===== config.mk =====
export PLATFORM = sky130hd
export DESIGN_NAME = olipt_top
export DESIGN_NICKNAME = d
export VERILOG_FILES = /design/src/olipt_us_tick.v /design/src/olipt_abs_conv.v /design/src/olipt_top.v
export VERILOG_INCLUDE_DIRS = /design/src
export SDC_FILE = /design/constraint.sdc
export NUM_CORES = 2
export LEC_CHECK = 0
export BUFFER_PORTS_ARGS = -buffer_cell sky130_fd_sc_hd__buf_2
export CELL_PAD_IN_SITES_DETAIL_PLACEMENT = 0
export CELL_PAD_IN_SITES_GLOBAL_PLACEMENT = 1
export CORE_UTILIZATION = 31
export CTS_CLUSTER_DIAMETER = 60
export DETAILED_ROUTE_END_ITERATION = 8
export MAX_ROUTING_LAYER = met4
export PLACE_DENSITY = 0.64
export SLEW_MARGIN = 40
export SYNTH_ARGS = -nofsm -noshare
export SYNTH_HDL_FRONTEND = slang
export SYNTH_SLANG_ARGS = --single-unit
export TNS_END_PERCENT = 50

===== constraint.sdc =====
create_clock -name i_clk -period 7.9 [get_ports i_clk]
set_input_delay 1.58 -clock i_clk [delete_from_list [all_inputs] [get_ports i_clk]]
set_output_delay 1.58 -clock i_clk [all_outputs]
set_load 0.05 [all_outputs]

===== src/olipt_consts.vh =====
// Constants for the output line invert and pulse timer block.
// Included by the tick generator and top design files of the block; definitions only.
`ifndef OLIPT_CONSTS_VH
`define OLIPT_CONSTS_VH

// ==========================================================
// Register word offsets (byte address = index * 4)
`define OLIPT_REG_CTRL        4'h0
`define OLIPT_REG_USER        4'h1
`define OLIPT_REG_DLY_RAW     4'h2
`define OLIPT_REG_DLY_BASE    4'h3
`define OLIPT_REG_DLY_ABS     4'h4
`define OLIPT_REG_DUR_RAW     4'h5
`define OLIPT_REG_DUR_BASE    4'h6
`define OLIPT_REG_DUR_ABS     4'h7
`define OLIPT_REG_STATUS      4'h8

// ==========================================================
// Control register fields
`define OLIPT_CTRL_INV_BIT    0
`define OLIPT_CTRL_SRC_BIT    1
`define OLIPT_CTRL_TSRC_BIT   2

// ==========================================================
// Reset values
`define OLIPT_RST_RAW         12'h000
`define OLIPT_RST_BASE        16'h0001
`define OLIPT_BASE_MIN        16'h0001

// ==========================================================
// Timing: one microsecond tick at the core clock
`define OLIPT_TICK_NS         1000
`define OLIPT_CLK_NS          5
`define OLIPT_TICK_CYC        (`OLIPT_TICK_NS / `OLIPT_CLK_NS)

`endif


===== src/olipt_us_tick.v =====
// Microsecond tick generator.
// Assumes a free-running core clock at the rate in the constants header.
`timescale 1ns/1ps
`include "olipt_consts.vh"

module olipt_us_tick #(
  parameter CYC = `OLIPT_TICK_CYC
) (
  // Clock and reset
  input  wire       i_clk,
  input  wire       i_rst_n,
  // Tick
  output reg        o_tick
);

  reg  [15:0] cnt_r;

  always @(posedge i_clk)
  begin
    if (!i_rst_n)
    begin
      cnt_r  <= 16'h0000;
      o_tick <= 1'b0;
    end
    else if (cnt_r == CYC[15:0] - 16'h0001)
    begin
      cnt_r  <= 16'h0000;
      o_tick <= 1'b1;
    end
    else
    begin
      cnt_r  <= cnt_r + 16'h0001;
      o_tick <= 1'b0;
    end
  end

endmodule // olipt_us_tick


===== src/olipt_abs_conv.v =====
// Converts an absolute time in microseconds to a raw count for a time base.
// Sequential divider by repeated subtraction; result rounds to nearest.
// Assumes base is at least one; a start while busy is ignored.
`timescale 1ns/1ps

module olipt_abs_conv (
  // Clock and reset
  input  wire        i_clk,
  input  wire        i_rst_n,
  // Request
  input  wire        i_start,
  input  wire [31:0] i_abs,
  input  wire [15:0] i_base,
  // Answer
  output wire        o_busy,
  output reg         o_done,
  output reg  [11:0] o_raw
);

  reg         busy_r;
  reg  [31:0] rem_r;
  reg  [31:0] quo_r;
  reg  [15:0] base_r;
  wire [31:0] base_w = {16'h0000, base_r};
  wire [31:0] half_w = {17'h00000, base_r[15:1]};

  assign o_busy = busy_r;

  always @(posedge i_clk)
  begin
    if (!i_rst_n)
    begin
      busy_r <= 1'b0;
      rem_r  <= 32'h00000000;
      quo_r  <= 32'h00000000;
      base_r <= 16'h0001;
      o_done <= 1'b0;
      o_raw  <= 12'h000;
    end
    else
    begin
      o_done <= 1'b0;
      if (!busy_r)
      begin
        if (i_start)
        begin
          busy_r <= 1'b1;
          rem_r  <= i_abs;
          quo_r  <= 32'h00000000;
          base_r <= i_base;
        end
      end
      else if (rem_r >= base_w)
      begin
        rem_r <= rem_r - base_w;
        quo_r <= quo_r + 32'h00000001;
      end
      else
      begin
        // Round to the nearest multiple, then clamp to the raw range
        busy_r <= 1'b0;
        o_done <= 1'b1;
        if ((rem_r > half_w) || ((rem_r == half_w) && base_r[0] == 1'b0 && rem_r != 0))
        begin
          o_raw <= (quo_r + 32'h1 > 32'hfff) ? 12'hfff : quo_r[11:0] + 12'h001;
        end
        else
        begin
          o_raw <= (quo_r > 32'hfff) ? 12'hfff : quo_r[11:0];
        end
      end
    end
  end

endmodule // olipt_abs_conv


===== src/olipt_top.v =====
// Output line invert and delayed-pulse timer with an Avalon-MM register slave.
// Assumes exposure start arrives synchronous to i_clk; software configures
// line direction before use on lines that can also be inputs.
//
// Decided for this implementation: the placing of the registers and the Avalon-MM slave port.
`timescale 1ns/1ps
`include "olipt_consts.vh"

// What this block does
// - No inversion: control one drives transistor on
// - Inversion: control zero drives transistor on
// - User level enters ahead of the inverter
// - Software-written inversion enable bit for line
// - Timer-active source drives line from timer
// - Trigger starts delay, timer signal low
// - Delay end: signal high, duration starts
// - Duration end: signal returns low
// - Only exposure start triggers the timer
// - Delay equals raw count times base
// - Raw delay accepts zero through 4095
// - Delay base defaults one, whole-microsecond steps
// - Absolute delay setting in microseconds
// - Unreachable absolute rounds to nearest raw
// - Raw write updates absolute readback
// - Duration is raw times base, 0..4095
module olipt_top #(
  parameter RAW_W  = 12,
  parameter BASE_W = 16
) (
  // Clock and reset
  input  wire        i_clk,
  input  wire        i_rst_n,
  // Avalon-MM slave
  input  wire [3:0]  i_avs_address,
  input  wire        i_avs_read,
  input  wire        i_avs_write,
  input  wire [31:0] i_avs_writedata,
  input  wire [3:0]  i_avs_byteenable,
  output reg  [31:0] o_avs_readdata,
  output wire        o_avs_waitrequest,
  // Camera events
  input  wire        i_exposure_start,
  // Output line
  output reg         o_output_transistor,
  output wire        o_timer_active
);

  // ==========================================================
  // Registers
  localparam ST_IDLE = 2'd0;
  localparam ST_DLY  = 2'd1;
  localparam ST_DUR  = 2'd2;

  // Line settings: inversion, source select and the user level.
  // The user level is stored before the inverter, so reading it back
  // gives what software wrote, not what the pin shows.
  reg              inv_r;
  reg              src_timer_r;
  reg              user_r;
  // Timer settings: raw counts and time bases, in microseconds.
  // A base of zero is refused and stored as one.
  reg [RAW_W-1:0]  dly_raw_r;
  reg [BASE_W-1:0] dly_base_r;
  reg [RAW_W-1:0]  dur_raw_r;
  reg [BASE_W-1:0] dur_base_r;
  // Bus state: marks the second cycle of a read.
  reg              rd_done_r;
  // Timer state and its two counters.
  // raw_cnt_r counts whole base units, base_cnt_r counts ticks in a unit.
  reg [1:0]        st_r;
  reg [RAW_W-1:0]  raw_cnt_r;
  reg [BASE_W-1:0] base_cnt_r;
  // Converter bookkeeping: which raw register the result goes to, and
  // whether a conversion is owed to the bus master still waiting.
  reg              conv_dur_r;
  reg              conv_wait_r;

  wire        tick;
  wire        conv_busy;
  wire        conv_done;
  wire [11:0] conv_raw;
  wire        wr_hit;

  // Products give the absolute readbacks; always consistent with raw and base
  wire [31:0] dly_abs = {{(32-RAW_W){1'b0}}, dly_raw_r} * {{(32-BASE_W){1'b0}}, dly_base_r};
  wire [31:0] dur_abs = {{(32-RAW_W){1'b0}}, dur_raw_r} * {{(32-BASE_W){1'b0}}, dur_base_r};

  // ==========================================================
  // Microsecond tick and absolute-to-raw converter
  olipt_us_tick u_tick (
    .i_clk   (i_clk),
    .i_rst_n (i_rst_n),
    .o_tick  (tick)
  );

  olipt_abs_conv u_conv (
    .i_clk   (i_clk),
    .i_rst_n (i_rst_n),
    .i_start (wr_hit && (i_avs_address == `OLIPT_REG_DLY_ABS ||
                         i_avs_address == `OLIPT_REG_DUR_ABS)),
    .i_abs   (i_avs_writedata),
    .i_base  ((i_avs_address == `OLIPT_REG_DUR_ABS) ? dur_base_r : dly_base_r),
    .o_busy  (conv_busy),
    .o_done  (conv_done),
    .o_raw   (conv_raw)
  );

  // ==========================================================
  // Bus handshake
  // Reads take one wait cycle; an absolute write waits for the divider,
  // so software sees the rounded raw value once the write completes.
  wire is_abs_addr = (i_avs_address == `OLIPT_REG_DLY_ABS) ||
                     (i_avs_address == `OLIPT_REG_DUR_ABS);
  assign wr_hit = i_avs_write && !conv_busy && !conv_wait_r && !conv_done;
  assign o_avs_waitrequest = (i_avs_read && !rd_done_r) ||
                             (i_avs_write && is_abs_addr && !conv_done) ||
                             (i_avs_write && !is_abs_addr && conv_busy);

  always @(posedge i_clk)
  begin
    if (!i_rst_n)
    begin
      rd_done_r      <= 1'b0;
      o_avs_readdata <= 32'h00000000;
    end
    else
    begin
      rd_done_r <= i_avs_read && !rd_done_r;
      if (i_avs_read && !rd_done_r)
      begin
        case (i_avs_address)
          `OLIPT_REG_CTRL:
            o_avs_readdata <= {29'h0, 1'b1, src_timer_r, inv_r};
          `OLIPT_REG_USER:     o_avs_readdata <= {31'h0, user_r};
          `OLIPT_REG_DLY_RAW:  o_avs_readdata <= {{(32-RAW_W){1'b0}}, dly_raw_r};
          `OLIPT_REG_DLY_BASE: o_avs_readdata <= {{(32-BASE_W){1'b0}}, dly_base_r};
          `OLIPT_REG_DLY_ABS:  o_avs_readdata <= dly_abs;
          `OLIPT_REG_DUR_RAW:  o_avs_readdata <= {{(32-RAW_W){1'b0}}, dur_raw_r};
          `OLIPT_REG_DUR_BASE: o_avs_readdata <= {{(32-BASE_W){1'b0}}, dur_base_r};
          `OLIPT_REG_DUR_ABS:  o_avs_readdata <= dur_abs;
          `OLIPT_REG_STATUS:   o_avs_readdata <= {29'h0, o_timer_active, st_r};
          default:             o_avs_readdata <= 32'h00000000;
        endcase
      end
    end
  end

  // ==========================================================
  // Register writes
  // Byte enables honoured on the low two lanes; absolute writes ignore them and take all four lanes.
  always @(posedge i_clk)
  begin
    if (!i_rst_n)
    begin
      inv_r       <= 1'b0;
      src_timer_r <= 1'b0;
      user_r      <= 1'b0;
      dly_raw_r   <= `OLIPT_RST_RAW;
      dly_base_r  <= `OLIPT_RST_BASE;
      dur_raw_r   <= `OLIPT_RST_RAW;
      dur_base_r  <= `OLIPT_RST_BASE;
      conv_dur_r  <= 1'b0;
      conv_wait_r <= 1'b0;
    end
    else
    begin
      if (conv_done)
      begin
        conv_wait_r <= 1'b0;
        if (conv_dur_r)
          dur_raw_r <= conv_raw[RAW_W-1:0];
        else
          dly_raw_r <= conv_raw[RAW_W-1:0];
      end
      else if (wr_hit)
      begin
        case (i_avs_address)
          `OLIPT_REG_CTRL:
            if (i_avs_byteenable[0])
            begin
              inv_r       <= i_avs_writedata[`OLIPT_CTRL_INV_BIT];
              src_timer_r <= i_avs_writedata[`OLIPT_CTRL_SRC_BIT];
            end
          `OLIPT_REG_USER:
            if (i_avs_byteenable[0])
              user_r <= i_avs_writedata[0];
          `OLIPT_REG_DLY_RAW:
            if (&i_avs_byteenable[1:0])
              dly_raw_r <= i_avs_writedata[RAW_W-1:0];
          `OLIPT_REG_DLY_BASE:
            if (&i_avs_byteenable[1:0])
              dly_base_r <= (i_avs_writedata[BASE_W-1:0] < `OLIPT_BASE_MIN) ?
                            `OLIPT_BASE_MIN : i_avs_writedata[BASE_W-1:0];
          `OLIPT_REG_DUR_RAW:
            if (&i_avs_byteenable[1:0])
              dur_raw_r <= i_avs_writedata[RAW_W-1:0];
          `OLIPT_REG_DUR_BASE:
            if (&i_avs_byteenable[1:0])
              dur_base_r <= (i_avs_writedata[BASE_W-1:0] < `OLIPT_BASE_MIN) ?
                            `OLIPT_BASE_MIN : i_avs_writedata[BASE_W-1:0];
          `OLIPT_REG_DLY_ABS:
          begin
            conv_dur_r  <= 1'b0;
            conv_wait_r <= 1'b1;
          end
          `OLIPT_REG_DUR_ABS:
          begin
            conv_dur_r  <= 1'b1;
            conv_wait_r <= 1'b1;
          end
          default:
            conv_wait_r <= conv_wait_r;
        endcase
      end
    end
  end

  // ==========================================================
  // Delayed pulse timer
  // Period counts whole time-base units of microsecond ticks; the first unit
  // can be short by under one microsecond since the tick runs free.
  wire base_end_dly = tick && (base_cnt_r >= dly_base_r - {{(BASE_W-1){1'b0}}, 1'b1});
  wire base_end_dur = tick && (base_cnt_r >= dur_base_r - {{(BASE_W-1){1'b0}}, 1'b1});

  always @(posedge i_clk)
  begin
    if (!i_rst_n)
    begin
      st_r       <= ST_IDLE;
      raw_cnt_r  <= {RAW_W{1'b0}};
      base_cnt_r <= {BASE_W{1'b0}};
    end
    else
    begin
      case (st_r)
        ST_IDLE:
          // Only an idle timer listens; a start during delay or pulse is lost,
          // which keeps one pulse per exposure and avoids a retrigger glitch.
          if (i_exposure_start)
          begin
            base_cnt_r <= {BASE_W{1'b0}};
            raw_cnt_r  <= {RAW_W{1'b0}};
            if (dly_raw_r == {RAW_W{1'b0}})
              st_r <= (dur_raw_r == {RAW_W{1'b0}}) ? ST_IDLE : ST_DUR;
            else
              st_r <= ST_DLY;
          end
        ST_DLY:
          if (base_end_dly)
          begin
            base_cnt_r <= {BASE_W{1'b0}};
            if (raw_cnt_r + {{(RAW_W-1){1'b0}}, 1'b1} >= dly_raw_r)
            begin
              raw_cnt_r <= {RAW_W{1'b0}};
              st_r <= (dur_raw_r == {RAW_W{1'b0}}) ? ST_IDLE : ST_DUR;
            end
            else
              raw_cnt_r <= raw_cnt_r + {{(RAW_W-1){1'b0}}, 1'b1};
          end
          else if (tick)
            base_cnt_r <= base_cnt_r + {{(BASE_W-1){1'b0}}, 1'b1};
        ST_DUR:
          if (base_end_dur)
          begin
            base_cnt_r <= {BASE_W{1'b0}};
            if (raw_cnt_r + {{(RAW_W-1){1'b0}}, 1'b1} >= dur_raw_r)
            begin
              raw_cnt_r <= {RAW_W{1'b0}};
              st_r      <= ST_IDLE;
            end
            else
              raw_cnt_r <= raw_cnt_r + {{(RAW_W-1){1'b0}}, 1'b1};
          end
          else if (tick)
            base_cnt_r <= base_cnt_r + {{(BASE_W-1){1'b0}}, 1'b1};
        default:
          st_r <= ST_IDLE;
      endcase
      // Triggers in ST_DLY or ST_DUR fall through unused
    end
  end

  // Decoded from the state register alone, so it has no glitch and
  // stays low for the whole delay period.
  assign o_timer_active = (st_r == ST_DUR);

  // ==========================================================
  // Output line: source select, then inverter
  wire line_ctrl = src_timer_r ? o_timer_active : user_r;

  // Registered so the pin never glitches when source and inversion
  // change together; costs one cycle of latency on every change.
  always @(posedge i_clk)
  begin
    if (!i_rst_n)
      o_output_transistor <= 1'b0;
    else
      o_output_transistor <= inv_r ? ~line_ctrl : line_ctrl;
  end

endmodule // olipt_top


-- Word-level counts from Yosys, hierarchy flattened
Cells that the tools add are included.
- output and inout port bits: 35
- register bits: 236
- logic and storage cells: 169
- bits of input ports: 45
- magnitude comparators: 9
- add/sub/neg operators: 8
- eq/ne operators: 20
- multiplexer cells: 48
- reductions and logical operators: 53
- bitwise gates (word level): 6
- multipliers: 2
- operator list (cell ; count):
    $pmux 28 s9 ; 1
    $mux 12 ; 17
    $mux 32 ; 6
    $mux 16 ; 6
    $gt 32x12->1 const B ; 2
    $mul 12x16->28 ; 2
    $pmux 16 s3 ; 1
    $pmux 12 s3 ; 1
    $add 16x1->16 const B ; 2
    $add 32x1->32 const B ; 1
    $eq 32x15->1 ; 1
    $ge 16x16->1 ; 2
    $ge 32x16->1 ; 1
    $gt 32x15->1 ; 1
    $reduce_bool 32->1 ; 1
    $sub 16x1->16 const B ; 2
    $sub 32x16->32 ; 1
    $add 12x1->12 const B ; 2
    $ge 12x12->1 ; 2
    $logic_not 12->1 ; 2
    $reduce_and 4->1 ; 5
    $eq 16x8->1 const B ; 1
    $eq 4x3->1 const B ; 4
    $lt 16x1->1 const B ; 1
    23 further kinds ; 81

-- Longest topological paths before layout
- depth after elaboration: 7
- depth in mapped cells: 23
- depth with buffers taken out: 20

-- By module
A second synthesis with hierarchy kept.
- cells, all modules: 3375
- area, all modules: 26833.2 um2
- modules (own cells, without submodules) (module ; instances ; sequential area each (um2) ; area each (um2) ; cells an instance):
    olipt_top ; 1 ; 2422.3 ; 19846.5 ; 2467
    olipt_abs_conv ; 1 ; 1881.8 ; 6248.5 ; 824
    olipt_us_tick ; 1 ; 340.3 ; 738.2 ; 84

-- Worst setup path after synthesis
No wires, ideal clock.
- path type: register to register
- start: reg dur_raw_r[8]
- end: reg o_avs_readdata[24]
- clock period less this slack: 5.777 ns
- library setup time: 0.134 ns
- buffers on the path: 2
- arrival: 5.643 ns
- slack: 2.123 ns
- required time: 7.766 ns
- cell stages (with the launch flop): 21
- cell sequence: dfxtp_1 clkbuf_1 clkbuf_1 nand2_1 fa_1 inv_1 fa_1 fa_1 fa_1 inv_1 fa_1 inv_1 ha_1 a21o_1 a221oi_1 a2bb2oi_1 o31ai_1 o41ai_1 o21bai_1 xnor2_1 o221ai_1
- cells in the longest elaborated chain, start to end: 2
- ends and longest elaborated chain (item ; RTL line ; text):
    start, declared ; olipt_top.v:64 ; reg [RAW_W-1:0] dur_raw_r;
    start signal, assigned ; olipt_top.v:160 ; dur_raw_r <= `OLIPT_RST_RAW;
    start signal, assigned ; olipt_top.v:171 ; dur_raw_r <= conv_raw[RAW_W-1:0];
    start signal, assigned ; olipt_top.v:196 ; dur_raw_r <= i_avs_writedata[RAW_W-1:0];
    $mul 12x16->28 ; olipt_top.v:86 ; wire [31:0] dur_abs = {{(32-RAW_W){1'b0}}, dur_raw_r} * {{(32-BASE_W){1'b0}}, dur_base_r};
    $pmux 28 s9 ; olipt_top.v:131 ; case (i_avs_address)
    end signal, assigned ; olipt_top.v:133 ; o_avs_readdata <= {29'h0, 1'b1, src_timer_r, inv_r};
    end signal, assigned ; olipt_top.v:134 ; `OLIPT_REG_USER: o_avs_readdata <= {31'h0, user_r};
    end signal, assigned ; olipt_top.v:135 ; `OLIPT_REG_DLY_RAW: o_avs_readdata <= {{(32-RAW_W){1'b0}}, dly_raw_r};
    end, declared ; olipt_top.v:39 ; output reg [31:0] o_avs_readdata,
No other way between the ends.
A chain may end at the register's enable or synchronous reset.

-- Worst setup path in the final report
- start: reg dly_base_r[1]
- end: reg o_avs_readdata[27]
- cells in the longest elaborated chain, start to end: 2
- ends and longest elaborated chain (item ; RTL line ; text):
    start, declared ; olipt_top.v:63 ; reg [BASE_W-1:0] dly_base_r;
    start signal, assigned ; olipt_top.v:159 ; dly_base_r <= `OLIPT_RST_BASE;
    start signal, assigned ; olipt_top.v:192 ; dly_base_r <= (i_avs_writedata[BASE_W-1:0] < `OLIPT_BASE_MIN) ?
    $mul 12x16->28 ; olipt_top.v:85 ; wire [31:0] dly_abs = {{(32-RAW_W){1'b0}}, dly_raw_r} * {{(32-BASE_W){1'b0}}, dly_base_r};
    $pmux 28 s9 ; olipt_top.v:131 ;
No other way between the ends.

==> summary.txt <==
Residual DRC: 0
Total number of yosys warnings: 0
MaxCap Viol Count: 0
Post-CTS Hold Buffers: 0
Vias: 23,500
CTS tree: done
Placer Congestion: 0.888
First-pass DRT Iterations: 7
Area Growth Syn to Fin: 9.72%
Row count: 107
Setup ws final: 1260 ps
CTS sink count: 232
DP Worst Slack: 1340 ps
Setup bufs post-CTS: 0
Post-synth ARST share: 0%
Fin crit share: 84.0%
Port bufs: 73
Highest Clock Rate: 151 MHz
Antenna Nets Post-Route: 0
HP Class: flop to flop
Share of cells above drive strength 1: 7.67%
Reg-to-reg slack, setup: 1260 ps
Power Density: 120 nW/um^2
Crit-path max FO: 11
Avg Cell Area, Syn: 7.93 um^2
Total gr overflow: 0
Post-synth EDFFs: 0
First-pass GRT wire length: 142,000 um
Most common cell on crit path: fa_1
Max H-tree Level: 2
Initial antenna violation count: 5
Crit-path leading delay family: adder cells
Critical R2R Launch: dly_base_r[1]
Nets: 3,893
Final Hold Vio Count: 0
Commonest cells in the netlist: nand2_1, inv_1, fa_1
Worst Tran Pin Value: 912 ps
CP cell instances: clkinv_1 -> nor2_1 -> fa_1 -> fa_1 -> fa_1 -> fa_1 -> inv_1 -> fa_1 -> inv_1 -> ha_1 -> and3_1 -> o2111ai_1 -> o21bai_1 -> o211ai_1 -> a2111oi_0 -> a41oi_1 -> o21ai_0 -> a211o_1
Area of the die: 88,200 um^2
Total global routing track utilization: 21.1%
Arrival time at the worst endpoint: 7100 ps
Setup Skew: 25.6 ps
Critical Path Start Type: flop
Vias in the first global route: 23,300
Drt via density: 5.21
Largest net degree at the start of global routing: 76
Synth top area share: 20.9%
Mapped Area: 27,000 um^2
CP Class: flop to flop
Hold Startpoint: u_tick.cnt_r[0]
Post-Route WL: 90,800 um
Area contributors post-synth: fa_1, dfxtp_1, ha_1, nand2_1, inv_1
Synth area leader: fa_1
Flops & latches, synth: 232
Clock slew at reported path FFs: 60 ps
Final min period: 6640 ps
DP HPWL: 68,700 um
Slew HR: 39.1%
CTS root buf: clkbuf_16
Sequential area share after synthesis: 17.2%
Synth Flop Type: dfxtp_1
Synth unique cells: 79
PostCTS Resize Cnt: 0
Worst path slowest cell: dfxtp_1
DR iter-0 viols: 1,801
Slew Limit Fails: 0
Core area: 85,700 um^2
VDD IR max: 0.000178 V
Top-Level Pins: 80
Setup TNS: 0 ps
Status: finished, final reports clean
Most frequent cell after synthesis: nand2_1
CP startpoint: dly_base_r[1]
RSZ-0062 raised after global routing: false
Final setup violation count: 0
Clk buf depth: 3
DIE HEIGHT: 297 um
Worst Path Buf+Inv: 3
Routed WL per cell: 20.1 um
CTS Buf Count: 35
Die width: 297 um
CP Capture Type: flop
Max incr delay on CP: 720 ps
Gate Count Post-Synth: 3,401
Clk_lat worst skew: 580 ps
Initial Util: 31.5%
Required @ worst endpoint: 8360 ps
P_leak: 13.0 nW
-- cells in the final DEF (no fill, tap or decap), types with 30 or more instances in the layout --
cell type  count
a21o_1        45
xor2_1        39
nor4_1        39
inv_1        437
fa_1         281
o21ai_0      107
ha_1         230
nand3_1       67
dfxtp_1      211
clkbuf_16     35
buf_4         60
a31oi_1       39
nor3_1        50
and2_1       111
buf_2         73
a211oi_1      49
mux2i_1       40
xnor2_1       63
nand2b_1      30
nand2_1      506
and3_1        38
a21oi_1      175
nor2_1       214
a22oi_1       30
-- power by group --
group	switching [W]	total, W	internal [W]
Clock	0.000663	0.00164	0.000974
Combinational	0.000437	0.000683	0.000246
Sequential	0.0000446	0.00124	0.00120
-- stage by stage --
step	util, %	power [W]	hold slack [ps]	instances	area [um^2]
global placement	33.1	0.00194	436	4444	28400
detailed placement	33.1	0.00194	441	4444	28400
CTS	34.5	0.00360	454	4506	29600
finish	34.5	0.00356	451	4509	29600
global route	34.5	0.00371	469	4509	29600
floorplan	-	0.00173	418	3404	27000
-- state kept, by name, summed over array words and instances, names as in the netlist, 2 cells and up --
name / flops
raw_cnt_r: 12
u_tick.cnt_r: 16
dly_base_r: 16
u_conv.quo_r: 32
st_r: 2
base_cnt_r: 16
u_conv.base_r: 16
u_conv.rem_r: 32
dur_base_r: 16
dly_raw_r: 12
u_conv.o_raw: 12
dur_raw_r: 12
o_avs_readdata: 28
-- layout make-up --
type / instances / area (um^2)
Multi-Input combinational cell: 2493 / 19800
Antenna cell: 3 / 7.51
Fill cell: 9199 / 56100
Sequential cell: 232 / 4670
Tap cell: 1144 / 1430
Timing Repair Buffer: 134 / 827
Clock inverter: 18 / 218
Inverter: 441 / 1660
Clock buffer: 44 / 960
-- logic make-up (layout without fill, tap and decap cells) --
family | count (synthesis) | after routing | share of synthesized area [%]
other | 1 | 7 | 0.0139
XOR/XNOR | 102 | 102 | 3.31
AND/OR/NAND/NOR | 1185 | 1185 | 20.6
AO/OA/AOI/OAI | 649 | 649 | 16.2
multiplexers | 42 | 42 | 1.57
flip-flops | 232 | 232 | 17.2
adder cells (fa/ha/maj) | 511 | 511 | 31.5
buffers and inverters | 679 | 637 | 9.58
-- final timing paths --
kind                                           end  depth (start not counted)
worst min register to register     u_tick.cnt_r[0]                          1
worst min-delay path               u_tick.cnt_r[0]                          1
worst max register to register  o_avs_readdata[27]                         18
worst max-delay path            o_avs_readdata[27]                         18
-- metal layers --
metal	track usage [%]	vias to the layer above	routed length, um
li1	-	11200	-
met1	28.9	11500	42800
met2	33.1	666	40400
met3	2.98	122	5770
met4	4.27	0	1790
met5	-	-	0
Note: power is estimated with default switching activity, not from simulation.
